`config.mk`:
```
export PLATFORM = sky130hd
export DESIGN_NAME = auil_lamps_power
export DESIGN_NICKNAME = d
export VERILOG_FILES = /design/src/include/auil_pkg.sv /design/src/design/auil_lamps_power.sv
export SDC_FILE = /design/constraint.sdc
export NUM_CORES = 1
export LEC_CHECK = 0
export ABC_AREA = 1
export ABC_CLOCK_PERIOD_IN_PS = 2150
export BUFFER_PORTS_ARGS = -buffer_cell sky130_fd_sc_hd__buf_2
export CAP_MARGIN = 20
export CORE_ASPECT_RATIO = 1.4
export CORE_MARGIN = 4
export CORE_UTILIZATION = 50
export CTS_CLUSTER_DIAMETER = 60
export DETAILED_ROUTE_END_ITERATION = 8
export PLACE_DENSITY = 0.69
export SYNTH_ARGS = -nofsm -noshare
export SYNTH_HDL_FRONTEND = slang
export SYNTH_SLANG_ARGS = --single-unit
```
`constraint.sdc`:
```
create_clock -name aclk -period 2.15 [get_ports aclk]
set_input_delay 0.3225 -clock aclk [delete_from_list [all_inputs] [get_ports aclk]]
set_output_delay 0.3225 -clock aclk [all_outputs]
set_load 0.005 [all_outputs]
```
`src/include/auil_pkg.sv`:
```
package auil_pkg;
  // clock rate
  localparam int unsigned CLK_MHZ = 100;
  // event timing, figures in their own units
  localparam int unsigned STRETCH_US = 6000;
  localparam int unsigned TAIL_NS = 200;
  localparam int unsigned HEARTBEAT_MASK_NS = 5300;
  // derived cycle counts (least times, rounded up)
  localparam int unsigned STRETCH_CYC = STRETCH_US * CLK_MHZ;
  localparam int unsigned TAIL_CYC = (TAIL_NS * CLK_MHZ + 999) / 1000;
  localparam int unsigned HB_MASK_CYC = (HEARTBEAT_MASK_NS * CLK_MHZ + 999) / 1000;
  localparam int unsigned STRETCH_W = 20;
  localparam int unsigned SHORT_W = 10;
  // register byte offsets
  localparam logic [7:0] REG_MAU_CTRL = 8'h00;
  localparam logic [7:0] REG_MAU_STAT = 8'h04;
  localparam logic [7:0] REG_CPU_LAMPS = 8'h08;
  localparam logic [7:0] REG_DIAG_CODE = 8'h0c;
  localparam logic [7:0] REG_FW_CMD = 8'h10;
  localparam logic [7:0] REG_AUI_STAT = 8'h14;
  // field positions
  localparam int unsigned MAU_ON_BIT = 0;
  localparam int unsigned TRIP_BIT = 1;
  localparam int unsigned REPEAT_BIT = 2;
  localparam int unsigned FW_LOAD_BIT = 0;
  localparam int unsigned FW_EXEC_BIT = 1;
  localparam int unsigned LAMP_DIAG_BIT = 7;
  // cpu lamp order: send, receive, monitor, fw load, boot, idle, check, diag
  localparam logic [7:0] CPU_LAMPS_RST = 8'hff;
  localparam logic [6:0] DIAG_CODE_RST = 7'h7f;
  // event indices
  localparam int unsigned EV_SEND = 0;
  localparam int unsigned EV_COL = 1;
  localparam int unsigned EV_CAR = 2;
  localparam int unsigned EV_N = 3;
  // axi responses
  localparam logic [1:0] RESP_OKAY = 2'b00;
  localparam logic [1:0] RESP_SLVERR = 2'b10;
endpackage

```
`src/design/auil_lamps_power.sv`:
```
// Function
// - event start lights stretched lamp 6 ms
// - duration lamp follows event length exactly
// - serial output to data pair is send event
// - control-in collision is collision event unless heartbeat-masked
// - heartbeat burst keeps collision lamps dark
// - carrier on incoming data or collision
// - heartbeat alone never starts or extends carrier
// - supply lamp shows transceiver 12 V feed
// - software switches transceiver 12 V feed
// - over-current trips feed off until re-enabled
// - one retry, repeated trip flagged for report
// - readable power on/off status bit
// - diag lamp lit: others show test codes
// - send lamp while processing and transmitting
// - receive lamp for own-address frame
// - monitor lamp while monitoring foreign traffic
// - download sets, execute clears firmware lamp
// - boot lamp while ROM firmware runs
// - idle-wait lamp while polling for work
// - check lamp during background hardware test
// - send event spans encoder enable
// - collision ends 200 ns after last transition
// - carrier ends 200 ns after data, or later
// - collision within 5.3 us after send masked
//
// Decided for this implementation: register access over AXI4-Lite and the register offsets.
module auil_lamps_power
  import auil_pkg::*;
#(
  parameter int unsigned STRETCH_CYCLES = auil_pkg::STRETCH_CYC
) (
  // clock, reset, enable
  input wire logic aclk,
  input wire logic aresetn,
  input wire logic clk_en,
  // axi4-lite write address and data
  input wire logic [7:0] s_axi_awaddr,
  input wire logic s_axi_awvalid,
  output logic s_axi_awready,
  input wire logic [31:0] s_axi_wdata,
  input wire logic [3:0] s_axi_wstrb,
  input wire logic s_axi_wvalid,
  output logic s_axi_wready,
  // axi4-lite write response
  output logic [1:0] s_axi_bresp,
  output logic s_axi_bvalid,
  input wire logic s_axi_bready,
  // axi4-lite read
  input wire logic [7:0] s_axi_araddr,
  input wire logic s_axi_arvalid,
  output logic s_axi_arready,
  output logic [31:0] s_axi_rdata,
  output logic [1:0] s_axi_rresp,
  output logic s_axi_rvalid,
  input wire logic s_axi_rready,
  // aui side pins
  input wire logic encoder_en_pin,
  input wire logic control_in_pin,
  input wire logic data_in_pin,
  // transceiver power
  input wire logic mau_overcurrent_pin,
  output logic mau_power_en,
  output logic mau_supply_lamp,
  // aui lamp pairs, bit 1 duration, bit 0 start-stretched
  output logic [1:0] send_pair_lamps,
  output logic [1:0] collision_lamps,
  output logic [1:0] carrier_lamps,
  // processor activity lamps, bit order as in the lamp register
  output logic [7:0] cpu_lamps
);
  import auil_pkg::*;

  localparam logic [SHORT_W-1:0] TAIL_LOAD = SHORT_W'(TAIL_CYC);
  localparam logic [SHORT_W-1:0] HB_LOAD = SHORT_W'(HB_MASK_CYC);
  localparam logic [STRETCH_W-1:0] STRETCH_LOAD = STRETCH_W'(STRETCH_CYCLES);

  // byte-address decode shared by the read and write paths
  function automatic logic reg_mapped(input logic [7:0] a);
    reg_mapped = (a == REG_MAU_CTRL) || (a == REG_MAU_STAT) || (a == REG_CPU_LAMPS) ||
                 (a == REG_DIAG_CODE) || (a == REG_FW_CMD) || (a == REG_AUI_STAT);
  endfunction

  // pin synchronisers: three stages, filtered value moves when stages 2 and 3 agree
  logic [3:0] pin_raw;
  logic [3:0] sync1_q, sync2_q, sync3_q, pin_q;
  assign pin_raw = {mau_overcurrent_pin, data_in_pin, control_in_pin, encoder_en_pin};
  always_ff @(posedge aclk) begin
    if (!aresetn) begin
      sync1_q <= 4'h0;
      sync2_q <= 4'h0;
      sync3_q <= 4'h0;
    end else if (clk_en) begin
      sync1_q <= pin_raw;
      sync2_q <= sync1_q;
      sync3_q <= sync2_q;
    end
  end

  // filtered pin levels and the previous filtered level for edge detection
  logic [3:0] pin_prev_q;
  always_ff @(posedge aclk) begin
    if (!aresetn) begin
      pin_q <= 4'h0;
      pin_prev_q <= 4'h0;
    end else if (clk_en) begin
      for (int i = 0; i < 4; i++) begin
        if (sync2_q[i] == sync3_q[i]) begin
          pin_q[i] <= sync3_q[i];
        end
      end
      pin_prev_q <= pin_q;
    end
  end

  logic send_ev, ci_edge, di_edge, send_fall, trip_edge;
  assign send_ev = pin_q[0];
  assign ci_edge = pin_q[1] ^ pin_prev_q[1];
  assign di_edge = pin_q[2] ^ pin_prev_q[2];
  assign send_fall = pin_prev_q[0] & ~pin_q[0];
  assign trip_edge = pin_q[3] & ~pin_prev_q[3];

  // collision hold-off: each control-in transition reloads the tail
  logic [SHORT_W-1:0] col_tail_q;
  always_ff @(posedge aclk) begin
    if (!aresetn) begin
      col_tail_q <= '0;
    end else if (clk_en) begin
      if (ci_edge) begin
        col_tail_q <= TAIL_LOAD;
      end else if (col_tail_q != '0) begin
        col_tail_q <= col_tail_q - SHORT_W'(1);
      end
    end
  end

  // incoming data hold-off, same shape as the collision tail
  logic [SHORT_W-1:0] di_tail_q;
  always_ff @(posedge aclk) begin
    if (!aresetn) begin
      di_tail_q <= '0;
    end else if (clk_en) begin
      if (di_edge) begin
        di_tail_q <= TAIL_LOAD;
      end else if (di_tail_q != '0) begin
        di_tail_q <= di_tail_q - SHORT_W'(1);
      end
    end
  end

  // heartbeat window after our own transmit ends; a collision that starts
  // inside it is tagged for its whole length so late edges cannot light lamps
  logic [SHORT_W-1:0] hb_win_q;
  logic hb_tag_q;
  logic col_active, col_start;
  assign col_active = ci_edge | (col_tail_q != '0);
  assign col_start = ci_edge & (col_tail_q == '0);
  always_ff @(posedge aclk) begin
    if (!aresetn) begin
      hb_win_q <= '0;
    end else if (clk_en) begin
      if (send_ev) begin
        hb_win_q <= '0;
      end else if (send_fall) begin
        hb_win_q <= HB_LOAD;
      end else if (hb_win_q != '0) begin
        hb_win_q <= hb_win_q - SHORT_W'(1);
      end
    end
  end

  always_ff @(posedge aclk) begin
    if (!aresetn) begin
      hb_tag_q <= 1'b0;
    end else if (clk_en) begin
      if (col_start) begin
        hb_tag_q <= (hb_win_q != '0) | send_fall;
      end else if (!col_active) begin
        hb_tag_q <= 1'b0;
      end
    end
  end

  // the three monitored events as levels
  logic [EV_N-1:0] ev_level;
  logic hb_now;
  assign hb_now = col_start ? ((hb_win_q != '0) | send_fall) : hb_tag_q;
  assign ev_level[EV_SEND] = send_ev;
  assign ev_level[EV_COL] = col_active & ~hb_now;
  assign ev_level[EV_CAR] = (di_edge | (di_tail_q != '0)) | ev_level[EV_COL];

  // per-event lamp pair: stretched start lamp and duration lamp
  logic [EV_N-1:0] ev_prev_q;
  logic [EV_N-1:0] dur_lamp_q;
  logic [EV_N-1:0] start_lamp_q;
  genvar g;
  generate
    for (g = 0; g < EV_N; g++) begin : g_event
      logic [STRETCH_W-1:0] stretch_q;
      // a rising level restarts the stretch so closely spaced events merge
      always_ff @(posedge aclk) begin
        if (!aresetn) begin
          stretch_q <= '0;
          start_lamp_q[g] <= 1'b0;
        end else if (clk_en) begin
          if (ev_level[g] && !ev_prev_q[g]) begin
            stretch_q <= STRETCH_LOAD - STRETCH_W'(1);
            start_lamp_q[g] <= 1'b1;
          end else if (stretch_q != '0) begin
            stretch_q <= stretch_q - STRETCH_W'(1);
          end else begin
            start_lamp_q[g] <= 1'b0;
          end
        end
      end
      // duration lamp mirrors the event level
      always_ff @(posedge aclk) begin
        if (!aresetn) begin
          ev_prev_q[g] <= 1'b0;
          dur_lamp_q[g] <= 1'b0;
        end else if (clk_en) begin
          ev_prev_q[g] <= ev_level[g];
          dur_lamp_q[g] <= ev_level[g];
        end
      end
    end
  endgenerate

  assign send_pair_lamps = {dur_lamp_q[EV_SEND], start_lamp_q[EV_SEND]};
  assign collision_lamps = {dur_lamp_q[EV_COL], start_lamp_q[EV_COL]};
  assign carrier_lamps = {dur_lamp_q[EV_CAR], start_lamp_q[EV_CAR]};

  // axi write channel capture: address and data may come in either order
  logic aw_full_q, w_full_q;
  logic [7:0] aw_addr_q;
  logic [31:0] w_data_q;
  logic [3:0] w_strb_q;
  logic wr_fire;
  assign wr_fire = aw_full_q & w_full_q & ~s_axi_bvalid;
  always_ff @(posedge aclk) begin
    if (!aresetn) begin
      aw_full_q <= 1'b0;
      w_full_q <= 1'b0;
      aw_addr_q <= 8'h00;
      w_data_q <= 32'h0000_0000;
      w_strb_q <= 4'h0;
      s_axi_awready <= 1'b0;
      s_axi_wready <= 1'b0;
    end else if (clk_en) begin
      if (s_axi_awvalid && s_axi_awready) begin
        aw_full_q <= 1'b1;
        aw_addr_q <= s_axi_awaddr;
      end else if (wr_fire) begin
        aw_full_q <= 1'b0;
      end
      if (s_axi_wvalid && s_axi_wready) begin
        w_full_q <= 1'b1;
        w_data_q <= s_axi_wdata;
        w_strb_q <= s_axi_wstrb;
      end else if (wr_fire) begin
        w_full_q <= 1'b0;
      end
      // ready drops for the beat after a handshake, back once the slot empties
      s_axi_awready <= ~aw_full_q & ~(s_axi_awvalid & s_axi_awready);
      s_axi_wready <= ~w_full_q & ~(s_axi_wvalid & s_axi_wready);
    end
  end

  // write response
  always_ff @(posedge aclk) begin
    if (!aresetn) begin
      s_axi_bvalid <= 1'b0;
      s_axi_bresp <= RESP_OKAY;
    end else if (clk_en) begin
      if (wr_fire) begin
        s_axi_bvalid <= 1'b1;
        s_axi_bresp <= reg_mapped(aw_addr_q) ? RESP_OKAY : RESP_SLVERR;
      end else if (s_axi_bready) begin
        s_axi_bvalid <= 1'b0;
      end
    end
  end

  logic wr_ctrl, wr_stat, wr_lamps, wr_diag, wr_fw;
  assign wr_ctrl = wr_fire & (aw_addr_q == REG_MAU_CTRL) & w_strb_q[0];
  assign wr_stat = wr_fire & (aw_addr_q == REG_MAU_STAT) & w_strb_q[0];
  assign wr_lamps = wr_fire & (aw_addr_q == REG_CPU_LAMPS) & w_strb_q[0];
  assign wr_diag = wr_fire & (aw_addr_q == REG_DIAG_CODE) & w_strb_q[0];
  assign wr_fw = wr_fire & (aw_addr_q == REG_FW_CMD) & w_strb_q[0];

  // transceiver feed: software switches it, an over-current edge drops it
  // and it stays off until software turns it on again
  logic mau_on_q;
  always_ff @(posedge aclk) begin
    if (!aresetn) begin
      mau_on_q <= 1'b0;
    end else if (clk_en) begin
      if (trip_edge) begin
        mau_on_q <= 1'b0;
      end else if (wr_ctrl) begin
        mau_on_q <= w_data_q[MAU_ON_BIT];
      end
    end
  end

  // trip flags: sticky, cleared by writing one; a trip in the clearing cycle wins.
  // a second trip before the first is cleared marks the failed retry to report
  logic trip_q, repeat_q;
  always_ff @(posedge aclk) begin
    if (!aresetn) begin
      trip_q <= 1'b0;
      repeat_q <= 1'b0;
    end else if (clk_en) begin
      if (trip_edge) begin
        trip_q <= 1'b1;
      end else if (wr_stat && w_data_q[TRIP_BIT]) begin
        trip_q <= 1'b0;
      end
      if (trip_edge && trip_q) begin
        repeat_q <= 1'b1;
      end else if (wr_stat && w_data_q[REPEAT_BIT]) begin
        repeat_q <= 1'b0;
      end
    end
  end

  // power outputs straight from flops
  always_ff @(posedge aclk) begin
    if (!aresetn) begin
      mau_power_en <= 1'b0;
      mau_supply_lamp <= 1'b0;
    end else if (clk_en) begin
      mau_power_en <= mau_on_q & ~trip_edge;
      mau_supply_lamp <= mau_on_q & ~trip_edge;
    end
  end

  // processor activity lamps and self-test codes
  logic [7:0] lamps_q;
  logic [6:0] diag_code_q;
  always_ff @(posedge aclk) begin
    if (!aresetn) begin
      lamps_q <= CPU_LAMPS_RST;
      diag_code_q <= DIAG_CODE_RST;
    end else if (clk_en) begin
      if (wr_lamps) begin
        lamps_q <= w_data_q[7:0];
      end else if (wr_fw && w_data_q[FW_EXEC_BIT]) begin
        lamps_q[3] <= 1'b0;
        lamps_q[4] <= 1'b0;
      end else if (wr_fw && w_data_q[FW_LOAD_BIT]) begin
        lamps_q[3] <= 1'b1;
      end
      if (wr_diag) begin
        diag_code_q <= w_data_q[6:0];
      end
    end
  end

  // diag lamp lit: the seven others carry the test code instead
  always_ff @(posedge aclk) begin
    if (!aresetn) begin
      cpu_lamps <= CPU_LAMPS_RST;
    end else if (clk_en) begin
      cpu_lamps <= lamps_q[LAMP_DIAG_BIT] ? {1'b1, diag_code_q} : lamps_q;
    end
  end

  // read path: one read at a time, data one cycle after the address handshake
  logic [31:0] rd_word;
  always_comb begin
    rd_word = 32'h0000_0000;
    unique case (s_axi_araddr)
      REG_MAU_CTRL: rd_word[MAU_ON_BIT] = mau_on_q;
      REG_MAU_STAT: rd_word[2:0] = {repeat_q, trip_q, mau_on_q};
      REG_CPU_LAMPS: rd_word[7:0] = lamps_q;
      REG_DIAG_CODE: rd_word[6:0] = diag_code_q;
      REG_AUI_STAT: rd_word[8:0] = {ev_level, dur_lamp_q, start_lamp_q};
      default: rd_word = 32'h0000_0000;
    endcase
  end

  always_ff @(posedge aclk) begin
    if (!aresetn) begin
      s_axi_arready <= 1'b0;
      s_axi_rvalid <= 1'b0;
      s_axi_rdata <= 32'h0000_0000;
      s_axi_rresp <= RESP_OKAY;
    end else if (clk_en) begin
      if (s_axi_arvalid && s_axi_arready) begin
        s_axi_rvalid <= 1'b1;
        s_axi_rdata <= rd_word;
        s_axi_rresp <= reg_mapped(s_axi_araddr) ? RESP_OKAY : RESP_SLVERR;
        s_axi_arready <= 1'b0;
      end else if (s_axi_rvalid && s_axi_rready) begin
        s_axi_rvalid <= 1'b0;
        s_axi_arready <= 1'b1;
      end else if (!s_axi_rvalid) begin
        s_axi_arready <= 1'b1;
      end
    end
  end

endmodule // auil_lamps_power

```
# [After elaboration in Yosys (flattened, before gate mapping)]
# Cells that the tools add are included.
[op_classes] n_addsub=6 n_eq_ne=19 reduce_logical=80 bitwise_logic=36 muxes=50
[op_table] operator="2-to-1 mux 20 bit" n=6
[op_table] operator="2-to-1 mux 10 bit" n=7
[op_table] operator="AND reduction 2 bit" n=30
[op_table] operator="nonzero test 20 bit" n=3
[op_table] operator="subtractor 20 x 1 -> 20 bit, second input constant" n=3
[op_table] operator="== test 8 x 4 -> 1 bit, second input constant" n=4
[op_table] operator="== test 8 x 5 -> 1 bit, second input constant" n=4
[op_table] operator="nonzero test 10 bit" n=3
[op_table] operator="subtractor 10 x 1 -> 10 bit, second input constant" n=3
[op_table] operator="2-to-1 mux 1 bit" n=29
[op_table] operator="nonzero test 2 bit" n=13
[op_table] operator="AND 1 bit" n=21
[op_table] operator="== test 8 x 3 -> 1 bit, second input constant" n=2
[op_table] operator="zero test 8 bit" n=2
[op_table] operator="logical AND 1 bit" n=12
[op_table] operator="one-hot mux 4 bit (3 select lines)" n=1
[op_table] operator="zero test 10 bit" n=1
[op_table] operator="logical OR 1 bit" n=10
[op_table] operator="NOT 1 bit" n=9
[op_table] operator="2-to-1 mux 8 bit" n=1
[op_table] operator="one-hot mux 2 bit (4 select lines)" n=1
[op_table] operator="2-to-1 mux 2 bit" n=3
[op_table] operator="!= test 2 bit, second input constant" n=3
[op_table] operator="nonzero test 3 bit" n=2
[op_table] operator="9 further kinds" n=18
[totals] ff_bits=181 in_bits=64 output_inout_bits=57 elab_cells=234

# [Logic depth before layout (Yosys ltp)]
# Gate-level depths: netlist of run 1.
[logic_depth] ltp_word=10 depth_mapped=13

# [Worst setup path after synthesis of run 1]
# OpenSTA, ideal clock, no wires.
[synth_timing] path_kind="register to register" start="register col_tail_q[0]" end="register g_event[1].stretch_q[6]" required_time_ns=2.028 stages_incl_launch_ff=14 t_arrival_ns=1.604 setup_time_ns=0.122 path_buffers=1 slack_ns=0.424 cell_sequence="dfxtp_1 -> inv_1 -> ha_1 -> inv_1 -> nor2_1 -> nand2_1 -> or2_4 -> nand2_4 -> nand2_4 -> nand3_4 -> nand2_2 -> buf_6 -> a21oi_2 -> nor2_1"
[synth_between] elab_chain_cells=8 elab_cells_between_ends=11 classes_between="mux: 2; bitwise: 4; reduce/logical: 5"
[synth_lines] item="start, declared" line_no="auil_lamps_power.sv:124" source="logic [SHORT_W-1:0] col_tail_q;"
[synth_lines] item="start signal, assigned" line_no="auil_lamps_power.sv:132" source="col_tail_q <= col_tail_q - SHORT_W'(1);"
[synth_lines] item="zero test 10 bit" line_no="auil_lamps_power.sv:157" source="assign col_start = ci_edge & (col_tail_q == '0);"
[synth_lines] item="AND 1 bit" line_no="auil_lamps_power.sv:157"
[synth_lines] item="2-to-1 mux 1 bit" line_no="auil_lamps_power.sv:187" source="assign hb_now = col_start ? ((hb_win_q != '0) | send_fall) : hb_tag_q;"
[synth_lines] item="NOT 1 bit" line_no="auil_lamps_power.sv:189" source="assign ev_level[EV_COL] = col_active & ~hb_now;"
[synth_lines] item="AND 1 bit *" line_no="auil_lamps_power.sv:189"
[synth_lines] item="logical AND 1 bit *" line_no="auil_lamps_power.sv:206" source="if (ev_level[g] && !ev_prev_q[g]) begin"
[synth_lines] item="nonzero test 2 bit (no line)"
[synth_lines] item="AND reduction 2 bit (no line)"
[synth_lines] item="end signal, assigned" line_no="auil_lamps_power.sv:207" source="stretch_q <= STRETCH_LOAD - STRETCH_W'(1);"
[synth_lines] item="end signal, assigned" line_no="auil_lamps_power.sv:210" source="stretch_q <= stretch_q - STRETCH_W'(1);"
[synth_lines] item="end, declared" line_no="auil_lamps_power.sv:199" source="logic [STRETCH_W-1:0] stretch_q;"
# Every way passes the cells marked *; elsewhere a longest branch is shown, timed or not.
# A chain may end at the register's enable or synchronous reset.

# [Final worst setup path of run 1]
[layout_timing] start="register col_tail_q[0]" end="register col_tail_q[9]"
[layout_between] elab_chain_cells=3 elab_cells_between_ends=6 classes_between="add/sub: 1; mux: 2; reduce/logical: 3"
[layout_lines] item="subtractor 10 x 1 -> 10 bit / nonzero test 10 bit (equally long branches)" line_no="auil_lamps_power.sv:132, auil_lamps_power.sv:131"
[layout_lines] item="2-to-1 mux 10 bit / nonzero test 2 bit (equally long branches)"
[layout_lines] item="2-to-1 mux 10 bit / AND reduction 2 bit (equally long branches)"
# Several ways; a longest one is shown, not always the timed one. The select of a mux whose other input is x is not followed.

==> metrics.csv, run 1 <==
stage;metric;value;unit
setup_path;CP startpoint;col_tail_q[0];
global_route;global-route wire length before repair;36.40;mm
yosys;Syn. warnings;0;
cts;clk sink count;178;
timing;crit path time final;1.942;ns
placed_design;IO buf count;68;
route;DR iter-0 viols;571;
cts;Worst-path clk slew;0.07;ns
timing;final setup TNS;0;ns
finish;nets;1450;
setup_path;CP max FO;8;
placed_design;GPL Wtd Cong;0.9207;
pwr;Tot Pwr;13.89;mW
die;die area;0.02051;mm2
setup_path;FF-to-FF setup slack;0.21;ns
timing;Slew Viols, Final;0;
setup_path;critical path type;reg2reg;
route;DR WL/cell;13.57;um
cts;# hold bufs at CTS;0;
global_route;GRT Total Usage;0.2173;
finish;post-route cell area;0.01021;mm2
placed_design;placed wire-length estimate;16.02;mm
timing;Worst Slack Setup Final;0.2081;ns
cts;Post-CTS Resized;0;
die;Die Y;167.8;um
route;WL final;22.07;mm
placed_design;placed instance area;0.009630;mm2
yosys;ys flop type;dfxtp_1;
setup_path;CP required;2.45;ns
timing;final-report hold violation count;0;
timing;Highest Clock Rate;515.0;MHz
yosys;flops & latches, synth;178;
die;Initial Util;0.5091;
finish;commonest cells after routing, fill and taps aside;252 x nand2_1, 191 x nor2_1, 178 x dfxtp_1, 130 x a21oi_1, 116 x inv_1;
finish;number of diodes;0;
pwr;maximum VDD drop;0.6856;mV
yosys;sequential fraction of the synthesis area;0.3905;
cts;Setup Buffers After CTS;0;
cts;Num CTS Buffers;17;
cts;clk buf depth;2;
setup_path;CP arrival;2.25;ns
cts;CTS Root Cell;clkbuf_16;
hold_path;Min-Delay Path Class;in2reg;
yosys;post-synthesis async set-or-reset flop share;0;
yosys;Synth Cell Area;0.009125;mm2
placed_design;DP Cell Count;1595;
global_route;initial antenna violation count;0;
timing;clock skew;0.01126;ns
finish;Layout Utilization;0.5696;
die;core area;0.01792;mm2
global_route;pin count of the biggest net entering global routing;51;
cts;CTS tree;done;
die;Die X;122.2;um
route;DRT antenna net count;0;
finish;share of cells above drive strength 1;0.1183;
timing;RSZ-0062 raised after global routing;no;
setup_path;crit start category;flop;
finish;synth-to-layout area growth;11.89;%
timing;hold slack final;0.1064;ns
pwr;P per Cell Area;1361;mW/mm2
route;vias;8445;
finish;Layout Cells excl Fill;1626;
yosys;Syn Area/Cell;6.960;um2
cts;Clk Latency, worst-skew pair;0.43;ns
setup_path;CP Capture Type;flop;
die;# IOs;121;
timing;Slew HR;0.6281;
timing;Tcrit/Tclk final;0.9032;
die;Core Rows;58;
placed_design;DP Worst Slack;0.2184;ns
yosys;Post-synth EDFFs;0;
run;Max-cap violations;0;
finish;most common cell after layout, fill and taps aside;nand2_1;
outcome;status;finished, final reports clean;
route;Avg Vias per Cell;5.194;
setup_path;r2r startpoint;col_tail_q[0];
yosys;post-synthesis instance total;1311;
hold_path;worst hold start;data_in_pin;
pwr;Leakage;4.466;nW
global_route;GRT overflow;0;
yosys;Netlist cell types;50;
global_route;vias in the first global route;7702;
route;first drt pass iteration count;5;
cts;H-tree levels;4;
timing;Worst Max-Slew Pin Slew;0.5562;ns
route;DRC viols;0;
timing;# setup viols final;0;
## worst max-delay path, stage by stage, from the launching register on
cell and delay [ns]:
dfxtp_1 0.32, inv_1 0.15, ha_1 0.17, inv_1 0.03
nor2_1 0.07, nand2_1 0.09, or2_4 0.28, nand2_1 0.11
nand2_2 0.13, inv_1 0.21, nor3_1 0.08, a21oi_1 0.12
nor2_1 0.05
## where the power goes
part	switching [mW]	internal (mW)	total, mW
clock	1.43	1.64	3.06
combinational	3.92	2.28	6.20
sequential	0.629	4.00	4.63
total	5.97	7.92	13.9
## state kept, by name (all words and copies together), names as in the netlist, 7 cells and up
register	flops
g_event.stretch_q	60
hb_win_q	10
lamps_q	8
di_tail_q	10
s_axi_rdata	9
aw_addr_q	8
cpu_lamps	8
w_data_q	8
col_tail_q	10
diag_code_q	7
## per-layer routing
metal | part of all wire | track usage | up-vias
met1 | 0.44 | 0.2743 | 3849
met4 | 0.025 | 0.08285 | 0
li1 | - | - | 4389
met2 | 0.49 | 0.3679 | 166
met3 | 0.041 | 0.03864 | 41
met5 | 0 | 0 | -
## synth_stat cells, types with 3 or more instances
cell type  instances  area [um2]
nand3_1           86       430.4
nand2_2            8       50.05
buf_6              5       56.30
nand2_1          252       945.9
nand4_1           24       150.1
nand3_4            3       52.55
a21oi_2            4       35.03
o22ai_1            3       18.77
buf_4             29       217.7
buf_2              7       35.03
clkbuf_1          32       120.1
xor2_1            30       262.8
nor2_1           191       716.9
nand2_4            3       33.78
inv_2              5       18.77
xnor2_1           12       105.1
a21oi_1          130       650.6
ha_1              12       150.1
o21ai_0           84       420.4
nor3_2             3       30.03
o31ai_1            4       30.03
clkinv_1           3       11.26
or2_2              5       31.28
a211oi_1           9       67.56
a31oi_1            9       56.30
nor2_2             4       25.02
inv_1            116       435.4
nand3b_1           4       30.03
dfxtp_1          178        3563
o211ai_1          15       112.6
nor3_1            17       85.08
## cells by family (layout without fill, tap and decap cells)
logic type | count (synthesis) | in the layout | synth area share
AO/OA/AOI/OAI | 269 | 269 | 0.1619
XOR/XNOR | 42 | 42 | 0.04031
adder cells (fa/ha/maj) | 12 | 12 | 0.01645
buffers and inverters | 198 | 249 | 0.09859
flip-flops | 178 | 178 | 0.3905
other | 1 | 25 | 0.0004110
AND/OR/NAND/NOR | 611 | 611 | 0.2918
## final timing paths
kind	to	cells past startpoint
hold / removal	sync1_q[2]	3
setup / recovery	col_tail_q[9]	12
hold reg to reg	aw_addr_q[0]	2
setup reg to reg	col_tail_q[9]	12
## cell type report
class / count / area [um2]
Sequential cell: 178 / 3563
Tap cell: 240 / 300.3
Clock inverter: 13 / 150.1
Clock buffer: 18 / 429.2
Multi-Input combinational cell: 959 / 4752
Timing Repair Buffer: 94 / 548.0
Fill cell: 1750 / 7715
Inverter: 124 / 466.7
No activity file was read; power rests on OpenSTA's default activity.
==> inputs of run 2 (changes only) <==
ABC_CLOCK_PERIOD_IN_PS = 1700   (was 2150)
BUFFER_PORTS_ARGS = not set   (was -buffer_cell sky130_fd_sc_hd__buf_2)
CORE_UTILIZATION = 58   (was 50)
DONT_BUFFER_PORTS = 1   (was not set)
PLACE_DENSITY = 0.74   (was 0.69)
clock period = 1.7 ns   (was 2.15 ns; I/O delays follow)
==> metrics.csv, run 2 (synthesized netlist as in run 1, its figures left out) <==
stage;metric;value;unit;change
outcome;status;complete, but fails checks;;was finished, final reports clean
outcome;failing checks;setup timing;;
timing;Slew HR;0.4475;;was 0.6281
placed_design;placed instance area;0.009941;mm2;was 0.009630 mm2
cts;H-tree levels;4;;unchanged
setup_path;critical path type;reg2reg;;unchanged
route;WL final;24.70;mm;was 22.07 mm
die;die area;0.01783;mm2;was 0.02051 mm2
timing;crit path time final;1.814;ns;was 1.942 ns
finish;fillcell total;1258;;was 1,750
placed_design;DP Worst Slack;-0.09270;ns;was 0.2184 ns
placed_design;DP Cell Count;1572;;was 1,595
die;Initial Util;0.5872;;was 0.5091
finish;Reg with most FFs;g_event.stretch_q;;unchanged
placed_design;GPL Wtd Cong;0.9382;;was 0.9207
finish;most common cell after layout, fill and taps aside;nand2_1;;unchanged
global_route;GRT overflow;0;;unchanged
timing;hold slack final;0.01685;ns;was 0.1064 ns
timing;Tcrit/Tclk final;1.067;;was 0.9032
die;# IOs;121;;unchanged
die;core area;0.01554;mm2;was 0.01792 mm2
route;DRC viols;0;;unchanged
timing;clock skew;0.008992;ns;was 0.01126 ns
global_route;vias in the first global route;8629;;was 7,702
timing;final-report hold violation count;0;;unchanged
finish;nets;1491;;was 1,450
setup_path;Critical Path, Cell by Cell;inv_2 > ha_4 > inv_2 > nor2_2 > nand2_2 > or2_4 > nand2_4 > nand3_4 > nand3_4 > buf_12 > nand3_2 > a21oi_2;;was inv_1 > ha_1 > inv_1 > nor2_1 > nand2_1 > or2_4 > nand2_1 > nand2_2 > inv_1 > nor3_1 > a21oi_1 > nor2_1
route;first drt pass iteration count;5;;unchanged
setup_path;CP max-delay cell;dfxtp_2;;was dfxtp_1
cts;clk buf depth;2;;unchanged
pwr;maximum VDD drop;1.286;mV;was 0.6856 mV
finish;Layout Utilization;0.7106;;was 0.5696
setup_path;crit start category;flop;;unchanged
route;DRT antenna net count;0;;unchanged
setup_path;CP max FO;10;;was 8
timing;RSZ-0062 raised after global routing;yes;;was no
hold_path;Min-Delay Path Class;in2reg;;unchanged
finish;share of cells above drive strength 1;0.1765;;was 0.1183
timing;Highest Clock Rate;551.4;MHz;was 515.0 MHz
setup_path;CP arrival;2.18;ns;was 2.25 ns
finish;Layout Cells excl Fill;1624;;was 1,626
global_route;global-route wire length before repair;39.61;mm;was 36.40 mm
placed_design;IO buf count;0;;was 68
route;DR WL/cell;15.21;um;was 13.57 um
finish;commonest cells after routing, fill and taps aside;247 x nand2_1, 174 x nor2_1, 174 x dfxtp_1, 125 x a21oi_1, 109 x buf_4;;was 252 x nand2_1, 191 x nor2_1, 178 x dfxtp_1, 130 x a21oi_1, 116 x inv_1
finish;synth-to-layout area growth;21.02;%;was 11.89%
cts;CTS Root Cell;clkbuf_16;;unchanged
global_route;initial antenna violation count;0;;unchanged
setup_path;CP max stage delay;0.32;ns;about the same
cts;Clk Latency, worst-skew pair;0.44;ns;was 0.43 ns
global_route;pin count of the biggest net entering global routing;60;;was 51
die;Core Rows;54;;was 58
timing;# setup viols final;27;;was 0
timing;final setup TNS;-1.377;ns;was 0 ns
placed_design;placed wire-length estimate;16.62;mm;was 16.02 mm
die;Die X;114.0;um;was 122.2 um
route;vias;9009;;was 8,445
route;Avg Vias per Cell;5.547;;was 5.194
cts;Num CTS Buffers;17;;unchanged
finish;Largest register FFs;60;;unchanged
timing;Slew Viols, Final;0;;unchanged
pwr;Tot Pwr;20.40;mW;was 13.89 mW
finish;number of diodes;0;;unchanged
global_route;GRT Total Usage;0.2728;;was 0.2173
timing;Worst Slack Setup Final;-0.1136;ns;was 0.2081 ns
setup_path;CP required;2.07;ns;was 2.45 ns
pwr;Leakage;4.817;nW;was 4.466 nW
route;DR iter-0 viols;498;;was 571
cts;Worst-path clk slew;0.07;ns;about the same
cts;clk sink count;178;;unchanged
run;Max-cap violations;0;;unchanged
die;Die Y;156.4;um;was 167.8 um
cts;CTS tree;done;;unchanged
setup_path;CP Capture Type;flop;;unchanged
finish;post-route cell area;0.01104;mm2;was 0.01021 mm2
pwr;P per Cell Area;1847;mW/mm2;was 1361 mW/mm2
timing;Worst Max-Slew Pin Slew;0.8287;ns;was 0.5562 ns
## run 2: changes by cell type in the layout (fill, tap and decap cells not counted), moves of 6 or more
cell,change
inv_1,-9
inv_2,+6
nor2_2,+16
buf_4,+84
buf_6,+6
dlygate4sd3_1,+9
nand3_2,+10
nor2_1,-17
buf_2,-68
nand3_1,-11
nand2_4,+6
## run 2: worst max-delay path, delay by kind of cell, from the launching register on
family                     cells  cell delay, ns
AOI/OAI and AO/OA              1            0.16
adders and majority gates      1            0.13
buffers and inverters          3            0.25
DFF                            1            0.32
and+or+nand+nor                7            0.87
## run 2: final cells by class
class	instances	area, um2	share of cell area
timing repair buffer	133	1154	0.1045
sequential	178	3568	0.3231
tap	196	245.2	0.02221
clock inverter	15	165.2	0.01496
clock buffer	17	425.4	0.03852
timing repair inverter	1	5.005	0.0004532
multi-input combinational	960	5004	0.4531
inverter	124	476.7	0.04317
## run 2: what timing repair did
| item | in CTS | in global routing |
|---|---|---|
| gates cloned | 0 | 3 |
| buffers inserted | 0 | 6 |
| endpoints found under the hold margin | 75 | 0 |
| hold buffers | 12 | 0 |
| gates resized for setup | 28 | 62 |
| pin swaps | 3 | 20 |
| endpoints found under the setup margin | 46 | 86 |
## run 2: path summary, 6_finish.rpt
kind / from / endpoint / slack, ns / cells past startpoint
setup / recovery: col_tail_q[1] / g_event[2].stretch_q[12] / -0.11 / 12
hold reg to reg: aw_addr_q[0] / aw_addr_q[0] / 0.46 / 2
setup reg to reg: col_tail_q[1] / g_event[2].stretch_q[12] / -0.11 / 12
hold / removal: s_axi_wdata[3] / w_data_q[3] / 0.02 / 2
## run 2: power breakdown
group / total (mW) / internal [mW] / switching [mW]
Clock: 3.93 / 2.09 / 1.84
Sequential: 5.74 / 5.07 / 0.672
Combinational: 10.7 / 4.64 / 6.08
Total: 20.4 / 11.8 / 8.59
## run 2: layer usage
metal	vias up	global-route usage	wire length, um
met1	4186	0.3149	10020
li1	4485	-	-
met4	0	0.1109	734
met5	-	0	0
met2	276	0.4880	12580
met3	62	0.05609	1362
==> inputs of run 3 (changes only) <==
ABC_CLOCK_PERIOD_IN_PS = not set   (was 1700)
CORE_UTILIZATION = 50   (was 58)
PLACE_DENSITY = 0.63   (was 0.74)
clock period = 2 ns   (was 1.7 ns; I/O delays follow)
==> metrics.csv, run 3 (synthesized netlist as in run 1, its figures left out) <==
stage;metric;value;unit;change
outcome;failing checks;hold timing;;was setup timing
outcome;status;complete, but fails checks;;unchanged
finish;most common cell after layout, fill and taps aside;nand2_1;;unchanged
global_route;initial antenna violation count;0;;unchanged
pwr;P per Cell Area;1517;mW/mm2;was 1847 mW/mm2
setup_path;worst-case reg-to-reg path depth;13;;was 12
placed_design;placed wire-length estimate;16.25;mm;was 16.62 mm
pwr;Leakage;4.314;nW;was 4.817 nW
setup_path;critical path type;reg2reg;;unchanged
die;Die X;122.2;um;was 114.0 um
setup_path;Setup crit end;g_event[1].stretch_q[6];;was g_event[2].stretch_q[12]
finish;Largest register FFs;60;;unchanged
pwr;maximum VDD drop;0.6510;mV;was 1.286 mV
setup_path;CP Capture Type;flop;;unchanged
route;Avg Vias per Cell;5.261;;was 5.547
die;core area;0.01792;mm2;was 0.01554 mm2
finish;Layout Cells excl Fill;1586;;was 1,624
die;Initial Util;0.5091;;was 0.5872
timing;Slew Viols, Final;0;;unchanged
die;# IOs;121;;unchanged
placed_design;IO buf count;0;;unchanged
placed_design;DP Cell Count;1542;;was 1,572
timing;final-report hold violation count;1;;was 0
timing;final setup TNS;0;ns;was -1.377 ns
cts;clk buf depth;2;;unchanged
global_route;GRT overflow;0;;unchanged
finish;post-route cell area;0.01015;mm2;was 0.01104 mm2
finish;nets;1409;;was 1,491
cts;clk sink count;178;;unchanged
cts;CTS Root Cell;clkbuf_16;;unchanged
timing;clock skew;0.01284;ns;was 0.008992 ns
timing;crit path time final;1.868;ns;was 1.814 ns
finish;share of cells above drive strength 1;0.08915;;was 0.1765
setup_path;crit start category;flop;;unchanged
finish;synth-to-layout area growth;11.23;%;was 21.02%
setup_path;CP arrival;2.20;ns;was 2.18 ns
cts;Clk Latency, worst-skew pair;0.44;ns;about the same
timing;hold slack final;-0.002516;ns;was 0.01685 ns
setup_path;CP max FO;6;;was 10
setup_path;r2r startpoint;col_tail_q[0];;was col_tail_q[1]
route;DR iter-0 viols;494;;was 498
timing;Highest Clock Rate;535.2;MHz;was 551.4 MHz
route;DRT antenna net count;0;;unchanged
timing;Tcrit/Tclk final;0.9342;;was 1.067
timing;Slew HR;0.3133;;was 0.4475
setup_path;CP required;2.33;ns;was 2.07 ns
route;DRC viols;0;;unchanged
finish;Reg with most FFs;g_event.stretch_q;;unchanged
timing;RSZ-0062 raised after global routing;no;;was yes
setup_path;FF-to-FF setup slack;0.13;ns;was -0.11 ns
die;Die Y;167.8;um;was 156.4 um
cts;Num CTS Buffers;17;;unchanged
cts;CTS tree;done;;unchanged
setup_path;end of the worst register-to-register path;g_event[1].stretch_q[6];;was g_event[2].stretch_q[12]
route;WL final;23.39;mm;was 24.70 mm
finish;number of diodes;0;;unchanged
cts;Worst-path clk slew;0.07;ns;about the same
placed_design;placed instance area;0.009403;mm2;was 0.009941 mm2
timing;# setup viols final;0;;was 27
cts;H-tree levels;4;;unchanged
global_route;vias in the first global route;8034;;was 8,629
global_route;GRT Total Usage;0.2325;;was 0.2728
route;DR WL/cell;14.75;um;was 15.21 um
finish;commonest cells after routing, fill and taps aside;251 x nand2_1, 191 x nor2_1, 177 x dfxtp_1, 130 x a21oi_1, 113 x inv_1;;was 247 x nand2_1, 174 x nor2_1, 174 x dfxtp_1, 125 x a21oi_1, 109 x buf_4
hold_path;Min-Delay Path Class;in2reg;;unchanged
die;die area;0.02051;mm2;was 0.01783 mm2
route;vias;8344;;was 9,009
setup_path;CP startpoint;col_tail_q[0];;was col_tail_q[1]
die;Core Rows;58;;was 54
route;first drt pass iteration count;5;;unchanged
placed_design;GPL Wtd Cong;0.9026;;was 0.9382
timing;Worst Max-Slew Pin Slew;1.027;ns;was 0.8287 ns
run;Max-cap violations;0;;unchanged
global_route;pin count of the biggest net entering global routing;55;;was 60
global_route;global-route wire length before repair;38.45;mm;was 39.61 mm
==> run 3: stage by stage <==
stage	util	hold WS [ns]	total power [mW]	worst slack [ns]
final	0.5662	-0.002516	15.40	0.1317
after global placement	0.5246	0.4030	11.72	0.1147
after CTS	0.5614	0.00003292	15.27	0.03141
after global routing	0.5662	-0.01006	16.77	0.005305
after detailed placement	0.5246	0.4063	11.81	0.05981
after floorplan	-	0.4237	10.31	0.2741
==> run 3: cell type report <==
type	count	area, um2
clock buffer	19	442.9
clock inverter	13	146.4
fill	1785	7775
inverter	124	473.0
sequential	178	3565
tap	240	300.3
multi-input combinational	959	4765
timing repair buffer	53	457.9
==> run 3: power breakdown <==
| group | switching [mW] | total [mW] | internal [mW] |
|---|---|---|---|
| registers | 0.696 | 5.00 | 4.31 |
| logic | 4.29 | 7.00 | 2.70 |
| clock network | 1.51 | 3.40 | 1.89 |
| total | 6.50 | 15.4 | 8.90 |
==> run 3: metal layers <==
layer  vias to the layer above  share of wire  GRT usage
met5                         -              0          0
met4                         0          0.024    0.06969
met3                        44          0.067    0.06284
met2                       186           0.50     0.4139
met1                      3829           0.40     0.2703
li1                       4285              -          -
==> run 3: worst min-delay path by stage <==
| stage | start | to | slack [ns] | cells after the start |
|---|---|---|---|---|
| finish | aresetn | aw_addr_q[2] | -0.003 | 2 |
| global route | aresetn | w_data_q[7] | -0.01 | 2 |
| CTS | aresetn | w_data_q[6] | 0.00003 | 2 |
| detailed placement | clk_en | pin_prev_q[1] | 0.41 | 1 |
| global placement | clk_en | pin_prev_q[1] | 0.40 | 1 |
| floorplan | w_data_q[7] | w_data_q[7] | 0.42 | 2 |
==> run 3: critical path, cell delays in order (launching register included) <==
cell and delay [ns]:
dfxtp_2 0.33, inv_2 0.06, ha_1 0.15, inv_1 0.04, nor2_1 0.10, nand2_1 0.10, or2_4 0.26, nand2_4 0.10
nand2_4 0.08, nand3_4 0.12, nand2_4 0.09, buf_4 0.16, a21oi_2 0.12, nor2_1 0.05
==> run 3: repair_timing <==
item / CTS / global route
endpoints found under the hold margin: 29 / 4
gates resized for setup: 0 / 12
setup buffers: 0 / 3
hold buffers: 7 / 2
endpoints found under the setup margin: 0 / 33
